File: src/hdl/astr_pkg.sv
// Constants shared by the audio serial task, event and interrupt register block.
// Assumes a 32-bit APB register port with byte addresses.
package astr_pkg;
    localparam logic [11:0] TASK_START_OFS = 12'h000;
    localparam logic [11:0] TASK_STOP_OFS = 12'h004;
    localparam logic [11:0] START_SUB_OFS = 12'h080;
    localparam logic [11:0] STOP_SUB_OFS = 12'h084;
    localparam logic [11:0] RX_FLAG_OFS = 12'h104;
    localparam logic [11:0] HALT_FLAG_OFS = 12'h108;
    localparam logic [11:0] TX_FLAG_OFS = 12'h114;
    localparam logic [11:0] RX_PUB_OFS = 12'h184;
    localparam logic [11:0] HALT_PUB_OFS = 12'h188;
    localparam logic [11:0] TX_PUB_OFS = 12'h194;
    localparam logic [11:0] IRQ_MASK_OFS = 12'h300;
    localparam int CH_IDX_LSB = 0;
    localparam int CH_IDX_W = 4;
    localparam int CH_EN_BIT = 31;
    localparam int IRQ_RX_BIT = 1;
    localparam int IRQ_HALT_BIT = 2;
    localparam int IRQ_TX_BIT = 5;
    localparam logic [31:0] REG_RESET = 32'h0000_0000;
    localparam int NUM_CHANNELS = 16;
endpackage

File: src/hdl/astr_task_event_regs.sv
// Task, event, subscribe/publish and interrupt-enable registers of an audio serial port.
// Assumes an APB master on clk, event channels as one-cycle pulses on clk, and the
// serial word clock arriving from a pin outside the clk domain.
//
// Summary of operation
// - Start subscription holds channel and enable; selected channel event starts transfer.
// - Stop subscription holds channel and enable; selected channel event stops transfer.
// - Receive update flag sets when receive buffer start is latched.
// - While started with receive enabled, receive update fires every buffer-size words.
// - Transmit update flag sets when transmit buffer start is latched.
// - While started with transmit enabled, transmit update fires every buffer-size words.
// - Halted flag sets when the transfer has come to a stop.
// - Receive update publish register drives each receive update onto its channel.
// - Halted publish register drives each halted event onto its channel.
// - Transmit update publish register drives each transmit update onto its channel.
// - Interrupt mask bit one gates the receive update event into the interrupt.
// - Interrupt mask bit two gates the halted event into the interrupt.
// - Interrupt mask bit five gates the transmit update event into the interrupt.
// - Start task begins transfer and runs master clock when its generator is enabled.
// - Stop task halts transfer and master clock, then raises the halted event.
//
// The implementer's own choice: the APB slave port.
`timescale 1ns/1ns
module astr_task_event_regs #(
    parameter int WCNT_W = 14
) (
    input wire logic clk,
    input wire logic rst_b,
    input wire logic psel,
    input wire logic penable,
    input wire logic pwrite,
    input wire logic [11:0] paddr,
    input wire logic [31:0] pwdata,
    output logic [31:0] prdata,
    output logic pready,
    output logic pslverr,
    input wire logic [astr_pkg::NUM_CHANNELS-1:0] chanEventIn,
    output logic [astr_pkg::NUM_CHANNELS-1:0] chanEventOut,
    input wire logic rxEnable,
    input wire logic txEnable,
    input wire logic mckGenEnable,
    input wire logic [WCNT_W-1:0] bufferWordCount,
    input wire logic wordClkPin,
    output logic transferRunning,
    output logic masterClockRun,
    output logic rxBufferLatch,
    output logic txBufferLatch,
    output logic irq
);
    logic [31:0] startSub_q, stopSub_q, rxPub_q, haltPub_q, txPub_q, irqMask_q;
    logic rxFlag_q, haltFlag_q, txFlag_q;
    logic running_q, stopPending_q;
    logic wordSync1_q, wordSync2_q, wordPrev_q;
    logic [WCNT_W-1:0] rxCnt_q, txCnt_q;
    logic rxEvent_q, txEvent_q, haltEvent_q;
    logic [31:0] prdata_q;
    logic slvErr_q;
    logic wrAcc, rdSetup, mapped, wordEdge;
    logic startTask, stopTask;

    assign wrAcc = psel && penable && pwrite;
    assign rdSetup = psel && !penable;

    always_comb begin
        if (paddr == astr_pkg::TASK_START_OFS || paddr == astr_pkg::TASK_STOP_OFS) begin
            mapped = 1'b1;
        end else if (paddr == astr_pkg::START_SUB_OFS || paddr == astr_pkg::STOP_SUB_OFS) begin
            mapped = 1'b1;
        end else if (paddr == astr_pkg::RX_FLAG_OFS || paddr == astr_pkg::HALT_FLAG_OFS) begin
            mapped = 1'b1;
        end else if (paddr == astr_pkg::TX_FLAG_OFS || paddr == astr_pkg::RX_PUB_OFS) begin
            mapped = 1'b1;
        end else if (paddr == astr_pkg::HALT_PUB_OFS || paddr == astr_pkg::TX_PUB_OFS) begin
            mapped = 1'b1;
        end else if (paddr == astr_pkg::IRQ_MASK_OFS) begin
            mapped = 1'b1;
        end else begin
            mapped = 1'b0;
        end
    end

    // A subscribed channel and a software task write both trigger; they may coincide.
    // start and stop task triggers
    assign startTask = (wrAcc && paddr == astr_pkg::TASK_START_OFS && pwdata[0])
        || (startSub_q[astr_pkg::CH_EN_BIT]
        && chanEventIn[startSub_q[astr_pkg::CH_IDX_LSB +: astr_pkg::CH_IDX_W]]);
    assign stopTask = (wrAcc && paddr == astr_pkg::TASK_STOP_OFS && pwdata[0])
        || (stopSub_q[astr_pkg::CH_EN_BIT]
        && chanEventIn[stopSub_q[astr_pkg::CH_IDX_LSB +: astr_pkg::CH_IDX_W]]);

    always_ff @(posedge clk or negedge rst_b) begin
        if (!rst_b) begin
            startSub_q <= astr_pkg::REG_RESET;
            stopSub_q <= astr_pkg::REG_RESET;
            rxPub_q <= astr_pkg::REG_RESET;
            haltPub_q <= astr_pkg::REG_RESET;
            txPub_q <= astr_pkg::REG_RESET;
            irqMask_q <= astr_pkg::REG_RESET;
        end else if (wrAcc) begin
            if (paddr == astr_pkg::START_SUB_OFS) begin
                startSub_q <= pwdata & 32'h8000_000f;
            end else if (paddr == astr_pkg::STOP_SUB_OFS) begin
                stopSub_q <= pwdata & 32'h8000_000f;
            end else if (paddr == astr_pkg::RX_PUB_OFS) begin
                rxPub_q <= pwdata & 32'h8000_000f;
            end else if (paddr == astr_pkg::HALT_PUB_OFS) begin
                haltPub_q <= pwdata & 32'h8000_000f;
            end else if (paddr == astr_pkg::TX_PUB_OFS) begin
                txPub_q <= pwdata & 32'h8000_000f;
            end else if (paddr == astr_pkg::IRQ_MASK_OFS) begin
                irqMask_q <= pwdata & 32'h0000_0026;
            end
        end
    end

    // Stop wins over a start in the same cycle so software can always halt the port.
    // start begins transfer
    always_ff @(posedge clk or negedge rst_b) begin
        if (!rst_b) begin
            running_q <= 1'b0;
            stopPending_q <= 1'b0;
        end else begin
            if (stopTask) begin
                running_q <= 1'b0;
            end else if (startTask) begin
                running_q <= 1'b1;
            end
            stopPending_q <= stopTask;
        end
    end

    assign transferRunning = running_q;
    assign masterClockRun = running_q && mckGenEnable;

    // The first stage feeds only the second; edges are found on the settled copy.
    always_ff @(posedge clk or negedge rst_b) begin
        if (!rst_b) begin
            wordSync1_q <= 1'b0;
            wordSync2_q <= 1'b0;
            wordPrev_q <= 1'b0;
        end else begin
            wordSync1_q <= wordClkPin;
            wordSync2_q <= wordSync1_q;
            wordPrev_q <= wordSync2_q;
        end
    end

    // Every word clock edge closes one word on each active direction.
    assign wordEdge = wordSync2_q != wordPrev_q;

    // The buffer start is latched on start and again after each full buffer of words.
    // receive word counting
    always_ff @(posedge clk or negedge rst_b) begin
        if (!rst_b) begin
            rxCnt_q <= '0;
            rxEvent_q <= 1'b0;
        end else if (!(running_q && rxEnable)) begin
            rxCnt_q <= '0;
            rxEvent_q <= startTask && !stopTask && !running_q && rxEnable;
        end else if (wordEdge && rxCnt_q + WCNT_W'(1) >= bufferWordCount) begin
            rxCnt_q <= '0;
            rxEvent_q <= 1'b1;
        end else begin
            rxCnt_q <= wordEdge ? rxCnt_q + WCNT_W'(1) : rxCnt_q;
            rxEvent_q <= 1'b0;
        end
    end

    always_ff @(posedge clk or negedge rst_b) begin
        if (!rst_b) begin
            txCnt_q <= '0;
            txEvent_q <= 1'b0;
        end else if (!(running_q && txEnable)) begin
            txCnt_q <= '0;
            txEvent_q <= startTask && !stopTask && !running_q && txEnable;
        end else if (wordEdge && txCnt_q + WCNT_W'(1) >= bufferWordCount) begin
            txCnt_q <= '0;
            txEvent_q <= 1'b1;
        end else begin
            txCnt_q <= wordEdge ? txCnt_q + WCNT_W'(1) : txCnt_q;
            txEvent_q <= 1'b0;
        end
    end

    assign rxBufferLatch = rxEvent_q;
    assign txBufferLatch = txEvent_q;

    always_ff @(posedge clk or negedge rst_b) begin
        if (!rst_b) begin
            haltEvent_q <= 1'b0;
        end else begin
            haltEvent_q <= stopPending_q;
        end
    end

    // A hardware set in the same cycle as a software clear keeps the flag set.
    // sticky flags
    always_ff @(posedge clk or negedge rst_b) begin
        if (!rst_b) begin
            rxFlag_q <= 1'b0;
            haltFlag_q <= 1'b0;
            txFlag_q <= 1'b0;
        end else begin
            if (rxEvent_q) begin
                rxFlag_q <= 1'b1;
            end else if (wrAcc && paddr == astr_pkg::RX_FLAG_OFS && !pwdata[0]) begin
                rxFlag_q <= 1'b0;
            end
            if (haltEvent_q) begin
                haltFlag_q <= 1'b1;
            end else if (wrAcc && paddr == astr_pkg::HALT_FLAG_OFS && !pwdata[0]) begin
                haltFlag_q <= 1'b0;
            end
            if (txEvent_q) begin
                txFlag_q <= 1'b1;
            end else if (wrAcc && paddr == astr_pkg::TX_FLAG_OFS && !pwdata[0]) begin
                txFlag_q <= 1'b0;
            end
        end
    end

    // Publish channels are ORed, so two events on one channel merge into one pulse.
    // receive, halted and transmit publish
    always_ff @(posedge clk or negedge rst_b) begin
        if (!rst_b) begin
            chanEventOut <= '0;
        end else begin
            for (int c = 0; c < astr_pkg::NUM_CHANNELS; c++) begin
                chanEventOut[c] <= (rxEvent_q && rxPub_q[astr_pkg::CH_EN_BIT]
                    && rxPub_q[astr_pkg::CH_IDX_W-1:0] == c[astr_pkg::CH_IDX_W-1:0])
                    || (haltEvent_q && haltPub_q[astr_pkg::CH_EN_BIT]
                    && haltPub_q[astr_pkg::CH_IDX_W-1:0] == c[astr_pkg::CH_IDX_W-1:0])
                    || (txEvent_q && txPub_q[astr_pkg::CH_EN_BIT]
                    && txPub_q[astr_pkg::CH_IDX_W-1:0] == c[astr_pkg::CH_IDX_W-1:0]);
            end
        end
    end

    assign irq = (rxFlag_q && irqMask_q[astr_pkg::IRQ_RX_BIT])
        || (haltFlag_q && irqMask_q[astr_pkg::IRQ_HALT_BIT])
        || (txFlag_q && irqMask_q[astr_pkg::IRQ_TX_BIT]);

    // Read data is captured in the setup cycle so the access phase answers at once.
    always_ff @(posedge clk or negedge rst_b) begin
        if (!rst_b) begin
            prdata_q <= astr_pkg::REG_RESET;
            slvErr_q <= 1'b0;
        end else if (rdSetup) begin
            slvErr_q <= !mapped;
            if (pwrite) begin
                prdata_q <= '0;
            end else if (paddr == astr_pkg::START_SUB_OFS) begin
                prdata_q <= startSub_q;
            end else if (paddr == astr_pkg::STOP_SUB_OFS) begin
                prdata_q <= stopSub_q;
            end else if (paddr == astr_pkg::RX_FLAG_OFS) begin
                prdata_q <= {31'h0, rxFlag_q};
            end else if (paddr == astr_pkg::HALT_FLAG_OFS) begin
                prdata_q <= {31'h0, haltFlag_q};
            end else if (paddr == astr_pkg::TX_FLAG_OFS) begin
                prdata_q <= {31'h0, txFlag_q};
            end else if (paddr == astr_pkg::RX_PUB_OFS) begin
                prdata_q <= rxPub_q;
            end else if (paddr == astr_pkg::HALT_PUB_OFS) begin
                prdata_q <= haltPub_q;
            end else if (paddr == astr_pkg::TX_PUB_OFS) begin
                prdata_q <= txPub_q;
            end else if (paddr == astr_pkg::IRQ_MASK_OFS) begin
                prdata_q <= irqMask_q;
            end else begin
                prdata_q <= '0;
            end
        end
    end

    assign prdata = prdata_q;
    assign pready = 1'b1;
    assign pslverr = psel && penable && slvErr_q;
endmodule // astr_task_event_regs

File: config.mk
export PLATFORM = sky130hd
export DESIGN_NAME = astr_task_event_regs
export DESIGN_NICKNAME = d
export VERILOG_FILES = /design/src/hdl/astr_pkg.sv /design/src/hdl/astr_task_event_regs.sv
export SDC_FILE = /design/constraint.sdc
export NUM_CORES = 1
export LEC_CHECK = 0
export BUFFER_PORTS_ARGS = -buffer_cell sky130_fd_sc_hd__buf_2
export CAP_MARGIN = 0
export CORE_ASPECT_RATIO = 0.5
export CORE_MARGIN = 1.5
export CORE_UTILIZATION = 41
export CTS_BUF_LIST = sky130_fd_sc_hd__clkbuf_8
export DETAILED_ROUTE_END_ITERATION = 12
export PLACE_DENSITY = 0.66
export SLEW_MARGIN = 20
export SYNTH_ARGS = -nofsm -noshare
export SYNTH_HDL_FRONTEND = slang
export SYNTH_SLANG_ARGS = --single-unit
File: constraint.sdc
create_clock -name clk -period 3.4 [get_ports clk]
set_input_delay 0.34 -clock clk [delete_from_list [all_inputs] [get_ports clk]]
set_output_delay 0.34 -clock clk [all_outputs]
set_load 0.01 [all_outputs]
* Word level (Yosys, flattened, before mapping) *
Index checks and enable logic that the tools add are counted.

operators by class
  multiplexer cells = 38
  order comparisons = 4
  shift-type cells = 0
  equality and inequality tests = 58
  bitwise operators = 5
  reductions and logical operators = 139
  add/sub/neg operators = 2
  divide/modulo/power cells = 0
  multiply operators = 0

operator list
  operator                                                     count
  two-way mux 32 bit                                           9
  == test 4 bit (second input constant)                        24
  two-way mux 14 bit                                           6
  logical AND 1 bit                                            79
  == test 12 x 9 -> 1 bit (second input constant)              6
  == test 4 x 3 -> 1 bit (second input constant)               12
  logical OR 1 bit                                             41
  adder 14 x 1 -> 14 bit (second input constant)               2
  greater-or-equal comparator 14 bit                           2
  == test 12 x 8 -> 1 bit (second input constant)              2
  == test 4 x 2 -> 1 bit (second input constant)               6
  two-way mux 1 bit                                            20
  == test 12 x 10 -> 1 bit (second input constant)             1
  == test 12 x 3 -> 1 bit (second input constant)              1
  == test 4 x 1 -> 1 bit (second input constant)               3
  logical NOT 12 bit                                           1
  logical NOT 4 bit                                            3
  less-than comparator 4 x 5 -> 1 bit (second input constant)  2
  binary-select mux 1 bit (select 4 bit)                       2
  nonzero test 2 bit                                           4
  AND reduction 7 bit                                          1
  two-way mux 6 bit                                            1
  != test 3 x 2 -> 1 bit (second input constant)               2
  AND reduction 6 bit                                          1
  other kinds (7)                                              15

word-level totals
  ROM bits = 0
  latch bits = 0
  output and inout port bits = 55
  register bits after elaboration = 116
  memories = 0
  RAM bits = 0
  logic and storage cells = 268

* Longest topological paths before layout *
  depth after elaboration = 11
  mapped depth = 13
  mapped depth without buffers = 12

* Worst setup path after synthesis *
OpenSTA, ideal clock, no wires.

  path kind = flip-flop to flip-flop
  start = register txCnt_q[0]
  end = register txCnt_q[12]
  path slack = 182 ps
  stages on the path, launching flop included = 14
  clock period less this slack = 3218 ps
  data arrival time = 3136 ps
  path buffers = 1
  data required time = 3318 ps
  path through = dfrtp_1 -> ha_1 -> and4_1 -> nor3b_1 -> nand3_1 -> xnor2_1 -> ha_1 -> o21ai_0 -> nand2b_1 -> a2111o_1 -> a31oi_2 -> buf_4 -> nand2_1 -> a31oi_1

on the way
  cells in the longest elaborated chain, start to end = 5
  elaborated cells on any way between the ends = 7
  classes of those cells = add/sub: 1; order compare: 1; eq/ne: 1; mux: 3; reduce/logical: 1

RTL lines
  what                                line                                                      source
  start: declaration                  astr_task_event_regs.sv:54                                logic [WCNT_W-1:0] rxCnt_q, txCnt_q;
  start signal: assignment            astr_task_event_regs.sv:180                               txCnt_q <= wordEdge ? txCnt_q + WCNT_W'(1) : txCnt_q;
  adder 14 x 1 -> 14 bit *            astr_task_event_regs.sv:176, astr_task_event_regs.sv:180
  greater-or-equal comparator 14 bit  astr_task_event_regs.sv:176                               end else if (wordEdge && txCnt_q + WCNT_W'(1) >= bufferWordCount) begin
  logical AND 1 bit                   astr_task_event_regs.sv:176
  two-way mux 14 bit                  astr_task_event_regs.sv:176
  two-way mux 14 bit                  astr_task_event_regs.sv:173                               end else if (!(running_q && txEnable)) begin

Every way passes the cells marked *; elsewhere a longest branch is shown, timed or not. The select of a mux whose other input is x is not followed.
A chain may end at the register's enable or synchronous reset.

* Final worst setup path *
  start = register txCnt_q[0]
  end = register txCnt_q[5]

Same word-level chain as after synthesis.

==> results.txt <==
Yosys instantiated no cell more often than dfrtp_1. The tools report the clock root buffer master as clkbuf_8. The final count of negative-setup-slack endpoints came out at 0. The die is 87.1 microns tall. The distinct cell type count after synthesis was 64. For this run, the total global-route usage over all layers was measured as 19.8%. Derived from the worst setup path, the maximum achievable clock frequency is 320 MHz. The static leakage power is 3.24 nW. Power spread over the standard cell area amounts to 295 mW/mm^2.

Counting instances in the post-synthesis netlist gives the leading cell types as dfrtp_1, nand2_1, nand3_1. Summed over its instances, the top area cell type makes up 38.8% of the synthesized netlist area. Wires add up to 14200 microns. The cell type with the highest aggregate area in the netlist was dfrtp_1. The congestion estimate from routability-driven global placement came to 0.886.

In the final routed layout, each cell accounts on average for 16.1 microns. In the final layout, the share of cells above drive strength 1 is 23.0%. Using the TritonRoute via totals, the vias-per-cell ratio works out to 5.54.

After global routing the overflow that remains totals 0. The run gives 0 as the count of nets left with antenna violations after detail routing. The setup skew after layout was 0.0137 ns; the number of antenna violations at the first check in global routing was 0. For the area of the multi-input gates, the log shows 0.00324 sq mm.

The run gives 30 as the number of rows in the core area. Summing the areas of all fa, ha and maj instances in the mapped netlist gives 6.69% of the synthesized area. For the pin count of the biggest net entering global routing, the log shows 66. A synthesized cell averages 9.67 sq um. Dividing the final minimum period by the clock period gives 91.8%. The buffer and inverter count on the worst path was 1. Measured against its own limit, the worst slew margin works out to 39.1%. The library cell contributing the largest single delay on the critical path was a2111o_1. The number of warnings printed during yosys synthesis was 0; the number of clock buffers inserted by TritonCTS was 9. The slack of the worst reg-to-reg path was 0.28 ns; the length of the first detailed-routing pass in iterations was 5. Along the worst path, the maximum fanout reaches 19. The die covers 0.0149 sq mm. Final hold analysis gives a worst-case slack of 0.0741 ns. By area the synthesized netlist is led by dfrtp_1, ha_1, mux2_2. Max-slew violation total from the final report: 0. Summing the areas of all xor and xnor instances in the mapped netlist gives 3.32% of the synthesized area. By area, the combinational part of the netlist is dominated by simple AND/OR/NAND/NOR gates. In this run the tool buffered the top-level ports with 84 buffer cells.

TritonCTS built the clock tree. In the final design database the tool counted 797 nets. The worst path needs 3.12 ns of the cycle, external delays included. The tools report the CTS H-tree depth as 3. The detailed-route via count came out at 4876.

STA classifies the critical path startpoint as a register. The transition time of the tightest slew-check pin works out to 0.906 ns. In this run, post-CTS hold repair placed 0 buffers. The layout-stage area growth over the synthesis result was 12.8%; the proportion of synthesized flip-flops having asynchronous set or reset was 100%.

The HPWL after detailed placement came out at 10800 microns. STA puts the critical path data required time at 3.69 ns. The logs give 1345 for the layout filler cell count and 0.00225 sq mm for the sequential standard cell area. On the worst path, the slowest cell contributes a delay of 0.43 ns. For the via count of the first global-routing pass, the log shows 4611. Top flip-flop cell by instance count after synthesis: dfrtp_1. The simple-gate share of the synthesized area is 19.6%, and the data arrival time of the critical path is 3.41 ns. For the total I/O pin count, the log shows 138. The number of antenna repair diodes was 0; the buffer depth of the longest clock path was 2. The run gives 0.00580 sq mm as the post-synthesis instance area. The family of cells with the greatest summed delay on the critical path was compound AO/OA/AOI/OAI gates. In this run the worst hold path is classified as in -> async. For the effective utilization at floorplan, the log shows 42.4%. The number of sinks on the clock net is 90.

The endpoint type of the worst setup path is a register. The logs give 600 for the synthesized instance count and 864 for the cell count after placement. The synthesized netlist devotes 14.5% of its cell area to compound gates. Sequential elements use 38.8% of the synthesized area. After synthesis the netlist holds a flip-flop and latch count of 90. The number of remaining DRC errors is 0. The global-route wire length before repair was 23200 microns.

Class of the most critical setup path: reg -> reg. For the total core area, the log shows 0.0137 sq mm. The flow ran to the end, and the final reports show no timing, DRC or antenna violations. The floorplan step set the die width to 171 microns. The worst-case IR drop observed on VDD is 0.000176 V. Walking the worst path, the cells encountered are ha_1, and4_1, nor3b_4, nand3_1, xnor2_1, ha_1, o21ai_0, nand2b_1, a2111o_1, a31oi_2, buf_12, o21ai_0, a31oi_1.

Yosys mapped a number of flops with a built-in enable equal to 0. The clock latency at the later pin of the worst-skew pair is 0.37 ns, and the count of routing violations after the opening detailed-route iteration is 307. Clock-pin slew was measured on the worst setup and hold paths at 0.09 ns. After synthesis, the share of cell area in mux cells is 9.88%. The logs give 0 for the final number of hold-violating endpoints and 0 for the max-capacitance violation count.

Once layout is complete, the cells apart from fillers number 880.
[cells by family after synthesis]
| family | Yosys count |
|---|---|
| AO/OA/AOI/OAI | 116 |
| XOR/XNOR | 22 |
| adder cells (fa/ha/maj) | 31 |
| buffers and inverters | 78 |
| flip-flops | 90 |
| multiplexers | 42 |
| other | 2 |
| AND/OR/NAND/NOR | 219 |
[worst register-to-register path: cells and delay by family, from the launching register on]
kind | cells | cell delay (ns)
flops | 1 | 0.42
buf+inv | 1 | 0.18
simple gates | 4 | 0.73
fa+ha+maj | 2 | 0.46
xor+xnor | 1 | 0.21
compound gates | 5 | 1.04
[stage by stage]
stage | cell area, sq um | setup WS (ns) | utilization (%) | setup TNS, ns | power (mW)
2_1_floorplan | 5890 | 0.182 | - | 0 | 1.19
3_3_place_gp | 6340 | 0.261 | 46.4 | 0 | 1.25
3_5_place_dp | 6340 | 0.193 | 46.4 | 0 | 1.25
4_1_cts | 6530 | 0.163 | 47.8 | 0 | 1.96
5_1_grt | 6540 | -0.00891 | 47.9 | -0.00891 | 2.01
6_report | 6540 | 0.278 | 47.9 | 0 | 1.93
[per-layer routing]
layer,up-vias,GRT usage (%),part of all wire (%)
met5,-,0,0
met4,0,3.83,1.1
met3,17,4.04,6.9
met2,170,31.7,44
met1,2362,28.0,48
li1,2327,-,-
[final cells by class]
| type | instances | area share (%) |
|---|---|---|
| tap | 192 | 3.67 |
| timing repair buffer | 92 | 7.57 |
| clock inverter | 6 | 0.727 |
| multi-input combinational | 457 | 49.6 |
| inverter | 33 | 1.89 |
| clock buffer | 10 | 2.10 |
| sequential | 90 | 34.4 |
[cells in the final DEF, fill, tap and decap left out, types with 3 or more instances in the layout]
cell type / synthesis / layout
a31oi_1: 5 / 5
buf_4: 28 / 8
and4_1: 5 / 5
nor3_1: 13 / 13
buf_2: 2 / 83
a221o_1: 5 / 5
conb_1: 2 / 27
a211oi_1: 3 / 3
xor2_1: 5 / 5
dfrtp_1: 90 / 89
nand2b_1: 8 / 8
nor2_2: 3 / 3
a222oi_1: 3 / 3
mux2i_1: 4 / 4
mux4_2: 4 / 4
nand4_1: 15 / 15
inv_1: 33 / 33
nand3_1: 41 / 41
nor4_1: 8 / 8
clkbuf_8: 0 / 10
o21a_1: 3 / 3
a22oi_1: 11 / 11
nand2_1: 52 / 52
nor2b_1: 10 / 10
a21o_1: 6 / 6
and3_1: 10 / 10
nor2_1: 33 / 33
and2_1: 4 / 4
a21oi_1: 22 / 22
a22o_1: 17 / 17
xnor2_1: 17 / 17
o21ai_0: 22 / 22
mux2_2: 30 / 30
or2_2: 3 / 3
ha_1: 31 / 31
mux4_1: 4 / 4
[path summary, 6_finish.rpt]
path                                   startpoint                      to  cells past startpoint
max                        txCnt_q[0]$_DFFE_PN0P_  txCnt_q[5]$_DFFE_PN0P_                     13
min reg2reg                 wordSync1_q$_DFF_PN0_   wordSync2_q$_DFF_PN0_                      0
min                                         rst_b  rxCnt_q[0]$_DFFE_PN0P_                      1
max reg2reg                txCnt_q[0]$_DFFE_PN0P_  txCnt_q[5]$_DFFE_PN0P_                     13
max in group asynchronous                   rst_b   wordSync2_q$_DFF_PN0_                      2
min in group clk                       wordClkPin   wordSync1_q$_DFF_PN0_                      1
[sequential cells by signal, indices dropped and copies added, names as in the netlist]
signal / cells
chanEventOut: 16
rxCnt_q: 14
txCnt_q: 14
prdata: 6
haltPub_q: 5
rxPub_q: 5
startSub_q: 5
stopSub_q: 5
txPub_q: 5
irqMask_q: 3
haltEvent_q: 1
haltFlag_q: 1
rxBufferLatch: 1
rxFlag_q: 1
slvErr_q: 1
stopPending_q: 1
transferRunning: 1
txBufferLatch: 1
txFlag_q: 1
wordPrev_q: 1
wordSync1_q: 1
wordSync2_q: 1
[what timing repair did]
action	CTS	global route
endpoints found under the setup margin	0	12
hold endpoints to repair	0	0
gates resized for setup	0	3
buffers inserted	0	0
[power by group]
part,leakage [nW],switching [mW],internal [mW],total (mW)
clock network,0.0933,0.408,0.292,0.700
logic,1.92,0.101,0.0535,0.155
registers,1.23,0.00399,1.07,1.08
total,3.24,0.513,1.42,1.93
Note: power is estimated with default switching activity, not from simulation.
